### config.mk
export PLATFORM = sky130hd
export DESIGN_NAME = ecr_express_capability_regs
export DESIGN_NICKNAME = d
export VERILOG_FILES = /design/src/hw/ecr_express_capability_regs.v
export VERILOG_INCLUDE_DIRS = /design/src /design/src/hw
export SDC_FILE = /design/constraint.sdc
export NUM_CORES = 1
export LEC_CHECK = 0
export ABC_AREA = 0
export BUFFER_PORTS_ARGS = -buffer_cell sky130_fd_sc_hd__buf_2
export CORE_MARGIN = 2
export CORE_UTILIZATION = 40
export DETAILED_ROUTE_END_ITERATION = 7
export GPL_TIMING_DRIVEN = 0
export PLACE_DENSITY = 0.76
export RECOVER_POWER = 100
export SETUP_SLACK_MARGIN = 0.05
export SYNTH_ARGS = -nofsm -noshare
export SYNTH_HDL_FRONTEND = slang
export SYNTH_SLANG_ARGS = --single-unit
### constraint.sdc
create_clock -name REF_CLK -period 1.91 [get_ports REF_CLK]
set_clock_uncertainty 0.05 [all_clocks]
set_input_delay 0.191 -clock REF_CLK [delete_from_list [all_inputs] [get_ports REF_CLK]]
set_output_delay 0.191 -clock REF_CLK [all_outputs]
set_load 0.005 [all_outputs]
### src/hw/ecr_regs.vh
// Register offsets, field positions and reset values of the express capability register bank.
`ifndef ECR_REGS_VH
`define ECR_REGS_VH
`define ECR_ADDR_W 12
`define ECR_OFS_CAP_HDR 12'h040
`define ECR_OFS_DEV_CAP 12'h044
`define ECR_OFS_CTRL 12'h048
`define ECR_CAP_ID 8'h10
`define ECR_NEXT_LINK_RST 8'hC0
`define ECR_VERSION_RST 4'h2
`define ECR_TYPE_UP 4'h5
`define ECR_TYPE_DOWN 4'h6
`define ECR_PAYLOAD_RST 3'h4
`define ECR_XTAG_RST 1'h1
`define ECR_ROLE_ERR 1'h1
`define ECR_POWER_RST 8'h00
`define ECR_SCALE_RST 2'h0
`define ECR_SLOT_RST 1'h0
`define ECR_LOCK_RST 1'h1
`define ECR_CTRL_LOCK_BIT 0
`define ECR_CTRL_SLOT_BIT 1
`define ECR_NEXT_LSB 8
`define ECR_NEXT_MSB 15
`define ECR_VER_LSB 16
`define ECR_VER_MSB 19
`define ECR_SLOT_BIT 24
`define ECR_PAYLOAD_LSB 0
`define ECR_PAYLOAD_MSB 2
`define ECR_XTAG_BIT 5
`define ECR_ZERO32 32'h00000000
`endif

### src/hw/ecr_express_capability_regs.v
// Express capability header and device capabilities register bank for one switch port.
`timescale 1ns/10ps
`default_nettype none
// Function
// Header bits 7:0 read-only, always return capability identifier 0x10.
// Header bits 15:8 next capability link, reset 0xC0, locked-write only.
// Header bits 19:16 structure version, reset 2, locked-write only.
// Port type bits 23:20 read 5 upstream, 6 downstream.
// Software sets slot-present bit only for slot links; zero upstream. The bank does not force it: an upstream port can write it too.
// Interrupt message index bits 29:25 always read zero.
// Payload supported bits 2:0 reset 4, locked-write only.
// Phantom function support bits 4:3 hardwired zero.
// Extended tag bit 5 resets to 1, locked-write only.
// L0s and L1 latency tolerance fields hardwired zero.
// Attention button, attention indicator, power indicator bits read zero.
// Bit 15 reads one for role-based error reporting.
// Upstream captures power value 25:18 from each message; downstream holds zero.
// Software computes watts as value times selected scale factor.
// Scale 27:26 captured upstream only; codes select 1, 0.1, 0.01, 0.001.
// Software keeps payload setting no higher than supported payload field.
// Reserved bits read zero and ignore writes.
// Ordinary writes leave read-only fields alone; captured power resets to zero.
`include "ecr_regs.vh"
// The register bus answers every access after one wait cycle: a request seen at one edge
// drops waitrequest for the next cycle, and a write lands at the edge where the master
// sees waitrequest low. After an answer one idle cycle passes before the next accept.
// The lock register at the control offset gates every locked-write field. It resets
// locked; software clears it, writes the header or device capabilities, and sets it
// again. While it is clear, a control write also updates the slot-present bit.
// Received slot power messages load the captured value and scale on the upstream port
// only; a downstream port keeps both at zero, and both return to zero on reset.
module ecr_express_capability_regs
#(
	parameter IS_UPSTREAM = 1
)
(
	input wire REF_CLK,
	input wire RST,
	input wire [`ECR_ADDR_W-1:0] ADDRESS,
	input wire READ,
	input wire WRITE,
	input wire [31:0] WRITEDATA,
	input wire [3:0] BYTEENABLE,
	output reg [31:0] READDATA,
	output reg WAITREQUEST,
	input wire POWER_MSG_VALID,
	input wire [7:0] POWER_MSG_VALUE,
	input wire [1:0] POWER_MSG_SCALE,
	output reg [2:0] PAYLOAD_SUPPORTED,
	output reg [7:0] POWER_LIMIT_VALUE,
	output reg [1:0] POWER_LIMIT_SCALE
);
	reg [7:0] next_capability_link_ff;
	reg [3:0] structure_version_ff;
	reg slot_present_ff;
	reg [2:0] largest_payload_supported_ff;
	reg extended_tag_support_ff;
	reg [7:0] captured_power_limit_value_ff;
	reg [1:0] captured_power_limit_scale_ff;
	reg locked_ff;
	reg done_ff;
	wire [3:0] port_type;
	wire access;
	wire accept;
	wire wr_hdr;
	wire wr_dev;
	wire wr_ctrl;
	reg [31:0] nxt_readdata;
	reg [7:0] nxt_next_capability_link;
	reg [3:0] nxt_structure_version;
	reg nxt_slot_present;
	reg [2:0] nxt_largest_payload_supported;
	reg nxt_extended_tag_support;
	reg [7:0] nxt_captured_power_limit_value;
	reg [1:0] nxt_captured_power_limit_scale;
	reg nxt_locked;
	reg nxt_done;
	reg nxt_waitrequest;
	wire commit;
	wire sel_hdr;
	wire sel_dev;
	wire sel_ctrl;

	// ------------------------------------------------------------
	// Field images.
	// ------------------------------------------------------------
	function [3:0] port_kind;
		input up;
		begin
			if (up)
			begin
				port_kind = `ECR_TYPE_UP;
			end
			else
			begin
				port_kind = `ECR_TYPE_DOWN;
			end
		end
	endfunction

	assign port_type = port_kind(IS_UPSTREAM != 0);

	function [31:0] hdr_image;
		input [7:0] link;
		input [3:0] structure_version;
		input [3:0] ptype;
		input slot;
		begin
			// Reserved 31:30 and message index 29:25 read zero.
			hdr_image = {
				2'h0,
				5'h00,
				slot,
				ptype,
				structure_version,
				link,
				`ECR_CAP_ID
			};
		end
	endfunction

	function [31:0] dev_image;
		input [2:0] payload;
		input xtag;
		input [7:0] pval;
		input [1:0] pscale;
		begin
			// Latency, presence flags and phantom bits are zero.
			dev_image = {
				4'h0,
				pscale,
				pval,
				2'h0,
				`ECR_ROLE_ERR,
				3'h0,
				3'h0,
				3'h0,
				xtag,
				2'h0,
				payload
			};
		end
	endfunction

	function addr_match;
		input [`ECR_ADDR_W-1:0] addr;
		input [`ECR_ADDR_W-1:0] ofs;
		begin
			addr_match = (addr == ofs);
		end
	endfunction

	function [31:0] ctrl_image;
		input slot;
		input locked;
		begin
			// Only the lock and slot alias bits exist; the rest reads zero.
			ctrl_image = {30'h00000000, slot, locked};
		end
	endfunction

	// ------------------------------------------------------------
	// Avalon slave: one wait cycle, then the access completes.
	// ------------------------------------------------------------
	assign access = READ | WRITE;
	assign accept = access & ~done_ff;
	// Writes land at the edge where the master sees waitrequest low.
	assign commit = WRITE & done_ff;
	assign sel_hdr = addr_match(ADDRESS, `ECR_OFS_CAP_HDR);
	assign sel_dev = addr_match(ADDRESS, `ECR_OFS_DEV_CAP);
	assign sel_ctrl = addr_match(ADDRESS, `ECR_OFS_CTRL);
	assign wr_hdr = commit & sel_hdr;
	assign wr_dev = commit & sel_dev;
	assign wr_ctrl = commit & sel_ctrl;

	always @*
	begin
		if (sel_hdr)
		begin
			nxt_readdata = hdr_image(next_capability_link_ff, structure_version_ff, port_type, slot_present_ff);
		end
		else if (sel_dev)
		begin
			nxt_readdata = dev_image(largest_payload_supported_ff, extended_tag_support_ff,
				captured_power_limit_value_ff, captured_power_limit_scale_ff);
		end
		else if (sel_ctrl)
		begin
			nxt_readdata = ctrl_image(slot_present_ff, locked_ff);
		end
		else
		begin
			nxt_readdata = `ECR_ZERO32;
		end
	end

	always @*
	begin
		nxt_done = accept;
		nxt_waitrequest = ~accept;
	end

	// ------------------------------------------------------------
	// Bus handshake registers.
	// ------------------------------------------------------------
	always @(posedge REF_CLK)
	begin
		if (RST)
		begin
			done_ff <= 1'b0;
			WAITREQUEST <= 1'b1;
			READDATA <= `ECR_ZERO32;
		end
		else
		begin
			done_ff <= nxt_done;
			WAITREQUEST <= nxt_waitrequest;
			if (accept && READ)
			begin
				READDATA <= nxt_readdata;
			end
		end
	end

	// ------------------------------------------------------------
	// Locked-write fields: writable only while the lock is open.
	// ------------------------------------------------------------
	always @*
	begin
		// Fields other than the lock keep their value unless a write lands while unlocked.
		nxt_locked = locked_ff;
		nxt_next_capability_link = next_capability_link_ff;
		nxt_structure_version = structure_version_ff;
		nxt_slot_present = slot_present_ff;
		nxt_largest_payload_supported = largest_payload_supported_ff;
		nxt_extended_tag_support = extended_tag_support_ff;
		if (wr_ctrl && BYTEENABLE[0])
		begin
			nxt_locked = WRITEDATA[`ECR_CTRL_LOCK_BIT];
			// Slot presence mirrors the header bit for software convenience.
			if (!locked_ff)
			begin
				nxt_slot_present = WRITEDATA[`ECR_CTRL_SLOT_BIT];
			end
		end
		if (wr_hdr && !locked_ff)
		begin
			if (BYTEENABLE[1])
			begin
				nxt_next_capability_link = WRITEDATA[`ECR_NEXT_MSB:`ECR_NEXT_LSB];
			end
			if (BYTEENABLE[2])
			begin
				nxt_structure_version = WRITEDATA[`ECR_VER_MSB:`ECR_VER_LSB];
			end
			if (BYTEENABLE[3])
			begin
				nxt_slot_present = WRITEDATA[`ECR_SLOT_BIT];
			end
		end
		if (wr_dev && !locked_ff && BYTEENABLE[0])
		begin
			nxt_largest_payload_supported = WRITEDATA[`ECR_PAYLOAD_MSB:`ECR_PAYLOAD_LSB];
			nxt_extended_tag_support = WRITEDATA[`ECR_XTAG_BIT];
		end
	end

	// ------------------------------------------------------------
	// Locked-write field registers.
	// ------------------------------------------------------------
	always @(posedge REF_CLK)
	begin
		if (RST)
		begin
			locked_ff <= `ECR_LOCK_RST;
			next_capability_link_ff <= `ECR_NEXT_LINK_RST;
			structure_version_ff <= `ECR_VERSION_RST;
			slot_present_ff <= `ECR_SLOT_RST;
			largest_payload_supported_ff <= `ECR_PAYLOAD_RST;
			extended_tag_support_ff <= `ECR_XTAG_RST;
		end
		else
		begin
			locked_ff <= nxt_locked;
			next_capability_link_ff <= nxt_next_capability_link;
			structure_version_ff <= nxt_structure_version;
			slot_present_ff <= nxt_slot_present;
			largest_payload_supported_ff <= nxt_largest_payload_supported;
			extended_tag_support_ff <= nxt_extended_tag_support;
		end
	end

	// ------------------------------------------------------------
	// Slot power limit capture from received messages.
	// ------------------------------------------------------------
	always @*
	begin
		// A downstream port never loads the fields, so they stay at their reset zero.
		nxt_captured_power_limit_value = captured_power_limit_value_ff;
		nxt_captured_power_limit_scale = captured_power_limit_scale_ff;
		if (POWER_MSG_VALID && (IS_UPSTREAM != 0))
		begin
			nxt_captured_power_limit_value = POWER_MSG_VALUE;
			nxt_captured_power_limit_scale = POWER_MSG_SCALE;
		end
	end

	// ------------------------------------------------------------
	// Captured power registers.
	// ------------------------------------------------------------
	always @(posedge REF_CLK)
	begin
		if (RST)
		begin
			captured_power_limit_value_ff <= `ECR_POWER_RST;
			captured_power_limit_scale_ff <= `ECR_SCALE_RST;
		end
		else
		begin
			captured_power_limit_value_ff <= nxt_captured_power_limit_value;
			captured_power_limit_scale_ff <= nxt_captured_power_limit_scale;
		end
	end

	// ------------------------------------------------------------
	// Registered copies for the rest of the port.
	// ------------------------------------------------------------
	always @(posedge REF_CLK)
	begin
		if (RST)
		begin
			PAYLOAD_SUPPORTED <= `ECR_PAYLOAD_RST;
			POWER_LIMIT_VALUE <= `ECR_POWER_RST;
			POWER_LIMIT_SCALE <= `ECR_SCALE_RST;
		end
		else
		begin
			PAYLOAD_SUPPORTED <= largest_payload_supported_ff;
			POWER_LIMIT_VALUE <= captured_power_limit_value_ff;
			POWER_LIMIT_SCALE <= captured_power_limit_scale_ff;
		end
	end
endmodule
`default_nettype wire

==> implementation parameters <==
Parameter                              Value

Global route
  Number of antenna violations at the first check in global routing    0
  GRT Overall Usage    18.8%
  Maximum number of pins on one net before global-route repair    13
  Total overflow reported by the global router    0
  Wire length of the first global-routing pass    10600 um
  Vias in the first global route    2226

Final layout
  Total Nets Final    430
  Utilization after layout    54.1%
  Layout cells sized above 1    29.8%
  Commonest non-fill, non-tap cell in the layout    sky130_fd_sc_hd__buf_2
  N_diodes    0
  Commonest cells after routing, fill and taps aside    sky130_fd_sc_hd__buf_2, sky130_fd_sc_hd__dfxtp_1, sky130_fd_sc_hd__nor2_1, sky130_fd_sc_hd__clkbuf_1, sky130_fd_sc_hd__mux2i_1
  Layout-stage area growth over the synthesis result    31.5%

Logic synthesis
  Synth warnings    0
  Syn Std Cell Area    2600 um^2
  Synth top area cells    sky130_fd_sc_hd__dfxtp_1, sky130_fd_sc_hd__mux2i_1, sky130_fd_sc_hd__nor2_1
  Synth area leader    sky130_fd_sc_hd__dfxtp_1
  Number of flip-flops and latches in the synthesized netlist    68
  Distinct cells, synth    40
  Seq/Total Area, Yosys    52.4%
  Average cell area after synthesis    9.99 um^2
  Area share of the largest cell type after synthesis    52.4%
  Post-Synthesis Cells    260

Timing
  Post-route clock period utilization    95.6%
  Sum of negative setup slack    0 ns
  Number of pins exceeding their max-slew limit in the final report    0
  Maximum clock rate    548 MHz
  Setup repair after global routing missed its margin    no
  Final Hold Vio Count    0
  Post-layout minimum cycle time    1.83 ns
  Worst Tran Pin Value    0.794 ns
  Relative slew slack    46.6%
  Final setup fails    0

Floorplan
  Initial core utilization    41.1%
  Floorplan die area    7150 um^2
  Die height    84.6 um
  Std-Cell Core Area    6310 um^2
  Width of the chip    84.6 um
  IO Pins    109
  Site row count    29

Critical path
  Number of cell instances on the worst register-to-register path    5
  CP Launch Point    ADDRESS[7]
  Setup slack on the worst flop-to-flop path    0.16 ns
  Critical path class    in -> reg
  Startpoint class of the critical path    primary input
  WP data required    2.07 ns
  CP max FO    8
  Crit path capture type    flip-flop
  Worst setup path endpoint    largest_payload_supported_ff[0]$_SDFFE_PP0P_
  Startpoint of the most critical register-to-register path    locked_ff$_SDFFE_PP1P_
  Arrival time of data at the critical path endpoint    1.99 ns
  Critical register-to-register path endpoint    next_capability_link_ff[4]$_SDFFE_PP0P_

Routing
  Post-route ant nets    0
  DRC Markers    0
  Drt via density    5.02
  Mean routed wirelength per cell    14.5 um
  Wirelength, routed    6500 um
  Detailed-routing iteration count for the pre-antenna-repair pass    4
  Detailed Route Iter0 Violations    87
  Via count    2252

CTS
  Clock-pin slew on the worst setup and hold paths    0.07 ns
  Number of buffers inserted during clock tree synthesis    9
  Clock Sink Count    68
  Max clock buf depth    2
  Clock root buffer    sky130_fd_sc_hd__clkbuf_8
  H-Tree Depth    3
  TritonCTS clock tree    built
  CTS Hold Buffers Added    0
  Source-to-sink clock delay at the later pin of the worst-skew pair    0.33 ns

Placement
  RD Place Congestion    0.831
  I/O Buffers    84
  Estimated wirelength of the detail-placed design    4720 um

Flow run
  Max Cap Violations    0

Power
  Pwr/cell area    869 nW/um^2
  Peak supply drop    0.490 mV
  Leakage power    1.48 nW

Run status
  Result of the run    finished, final reports clean

Hold path
  Min-Delay Path Class    in -> reg
-- critical path, stage by stage --
cell                      delay [ns]
sky130_fd_sc_hd__buf_2          0.09
sky130_fd_sc_hd__or4b_4         0.52
sky130_fd_sc_hd__buf_6          0.16
sky130_fd_sc_hd__nor3_4         0.26
sky130_fd_sc_hd__nand4_1        0.33
sky130_fd_sc_hd__mux2_1         0.42
-- kinds of logic after synthesis --
| group | Yosys count | synth area share (%) |
|---|---|---|
| and+or+nand+nor | 98 | 21.7 |
| DFF | 68 | 52.4 |
| AOI/OAI and AO/OA | 45 | 11.7 |
| buffers and inverters | 25 | 5.15 |
| muxes | 23 | 8.96 |
| other | 1 | 0.144 |
-- metrics by stage --
stage	cell area, um^2	cells	power [mW]	setup WS [ns]	hold WS, ns
4_1_cts	3420	446	2.99	0.0959	0.0285
3_5_place_dp	3150	427	1.68	-0.305	0.372
5_1_grt	3410	449	3.09	0.0449	0.0434
3_3_place_gp	3150	427	1.68	-0.280	0.376
6_report	3410	449	2.97	0.0847	0.0381
2_1_floorplan	2630	266	1.59	0.0378	0.273
-- flip-flops by register name, summed over array words and instances, names as in the netlist --
register,flops
READDATA,25
POWER_LIMIT_VALUE,8
captured_power_limit_value_ff,8
next_capability_link_ff,8
structure_version_ff,4
PAYLOAD_SUPPORTED,3
largest_payload_supported_ff,3
POWER_LIMIT_SCALE,2
captured_power_limit_scale_ff,2
WAITREQUEST,1
done_ff,1
extended_tag_support_ff,1
locked_ff,1
slot_present_ff,1
-- area by class of cell --
| class | count | area [um^2] |
|---|---|---|
| repair buffers | 90 | 454 |
| inverters | 3 | 11.3 |
| multi-input cells | 173 | 1130 |
| clock buffers | 10 | 138 |
| well taps | 77 | 96.3 |
| plain buffers | 22 | 135 |
| flip-flops and latches | 68 | 1360 |
| clock inverters | 6 | 86.3 |
| fillers | 637 | 2900 |
-- worst min-delay path by stage --
stage	from	to	slack, ns	depth (start not counted)
floorplan	READ	done_ff$_SDFF_PP0_	0.27	1
global placement	POWER_MSG_VALUE[0]	captured_power_limit_value_ff[0]$_SDFFE_PP0P_	0.38	3
detailed placement	WRITEDATA[15]	next_capability_link_ff[7]$_SDFFE_PP1P_	0.37	3
CTS	WRITEDATA[14]	next_capability_link_ff[6]$_SDFFE_PP1P_	0.03	3
global route	WRITEDATA[0]	locked_ff$_SDFFE_PP1P_	0.04	2
finish	WRITEDATA[14]	next_capability_link_ff[6]$_SDFFE_PP1P_	0.04	3
-- report_power, final --
part / switching, mW / leakage [nW] / internal (mW)
sequential: 0.0151 / 0.552 / 1.44
clock: 0.550 / 0.113 / 0.771
combinational: 0.105 / 0.816 / 0.0863
-- Yosys cell counts (all sizes together) --
master	number
or4	1
o21ai	5
a22oi	18
o41a	1
or4bb	1
nand2	11
buf	14
nor2b	17
o41ai	3
nand3	4
nand4bb	1
nor3	1
nand2b	3
mux2	2
a211oi	1
dfxtp	68
nor4b	1
or4b	4
clkbuf	8
nand4b	1
nor2	42
o31ai	1
nand4	5
mux2i	21
or2	1
a22o	2
or3	1
conb	1
o21a	1
inv	3
nor4	4
a21oi	13
-- layer usage --
metal	wire [um]	vias to the layer above	GRT usage (%)
li1	-	1114	-
met1	2890	1054	24.8
met2	3050	76	29.6
met3	492	8	6.19
met4	66	0	5.34
met5	0	-	0
-- timing repair --
item | 4_1_cts | 5_1_grt
gates resized for setup | 5 | 1
pin swaps | 2 | 2
endpoints found under the hold margin | 0 | 0
setup buffers | 2 | 3
setup endpoints to repair | 28 | 15
cloned | 1 | 0
(Power assumes the default switching activity.)
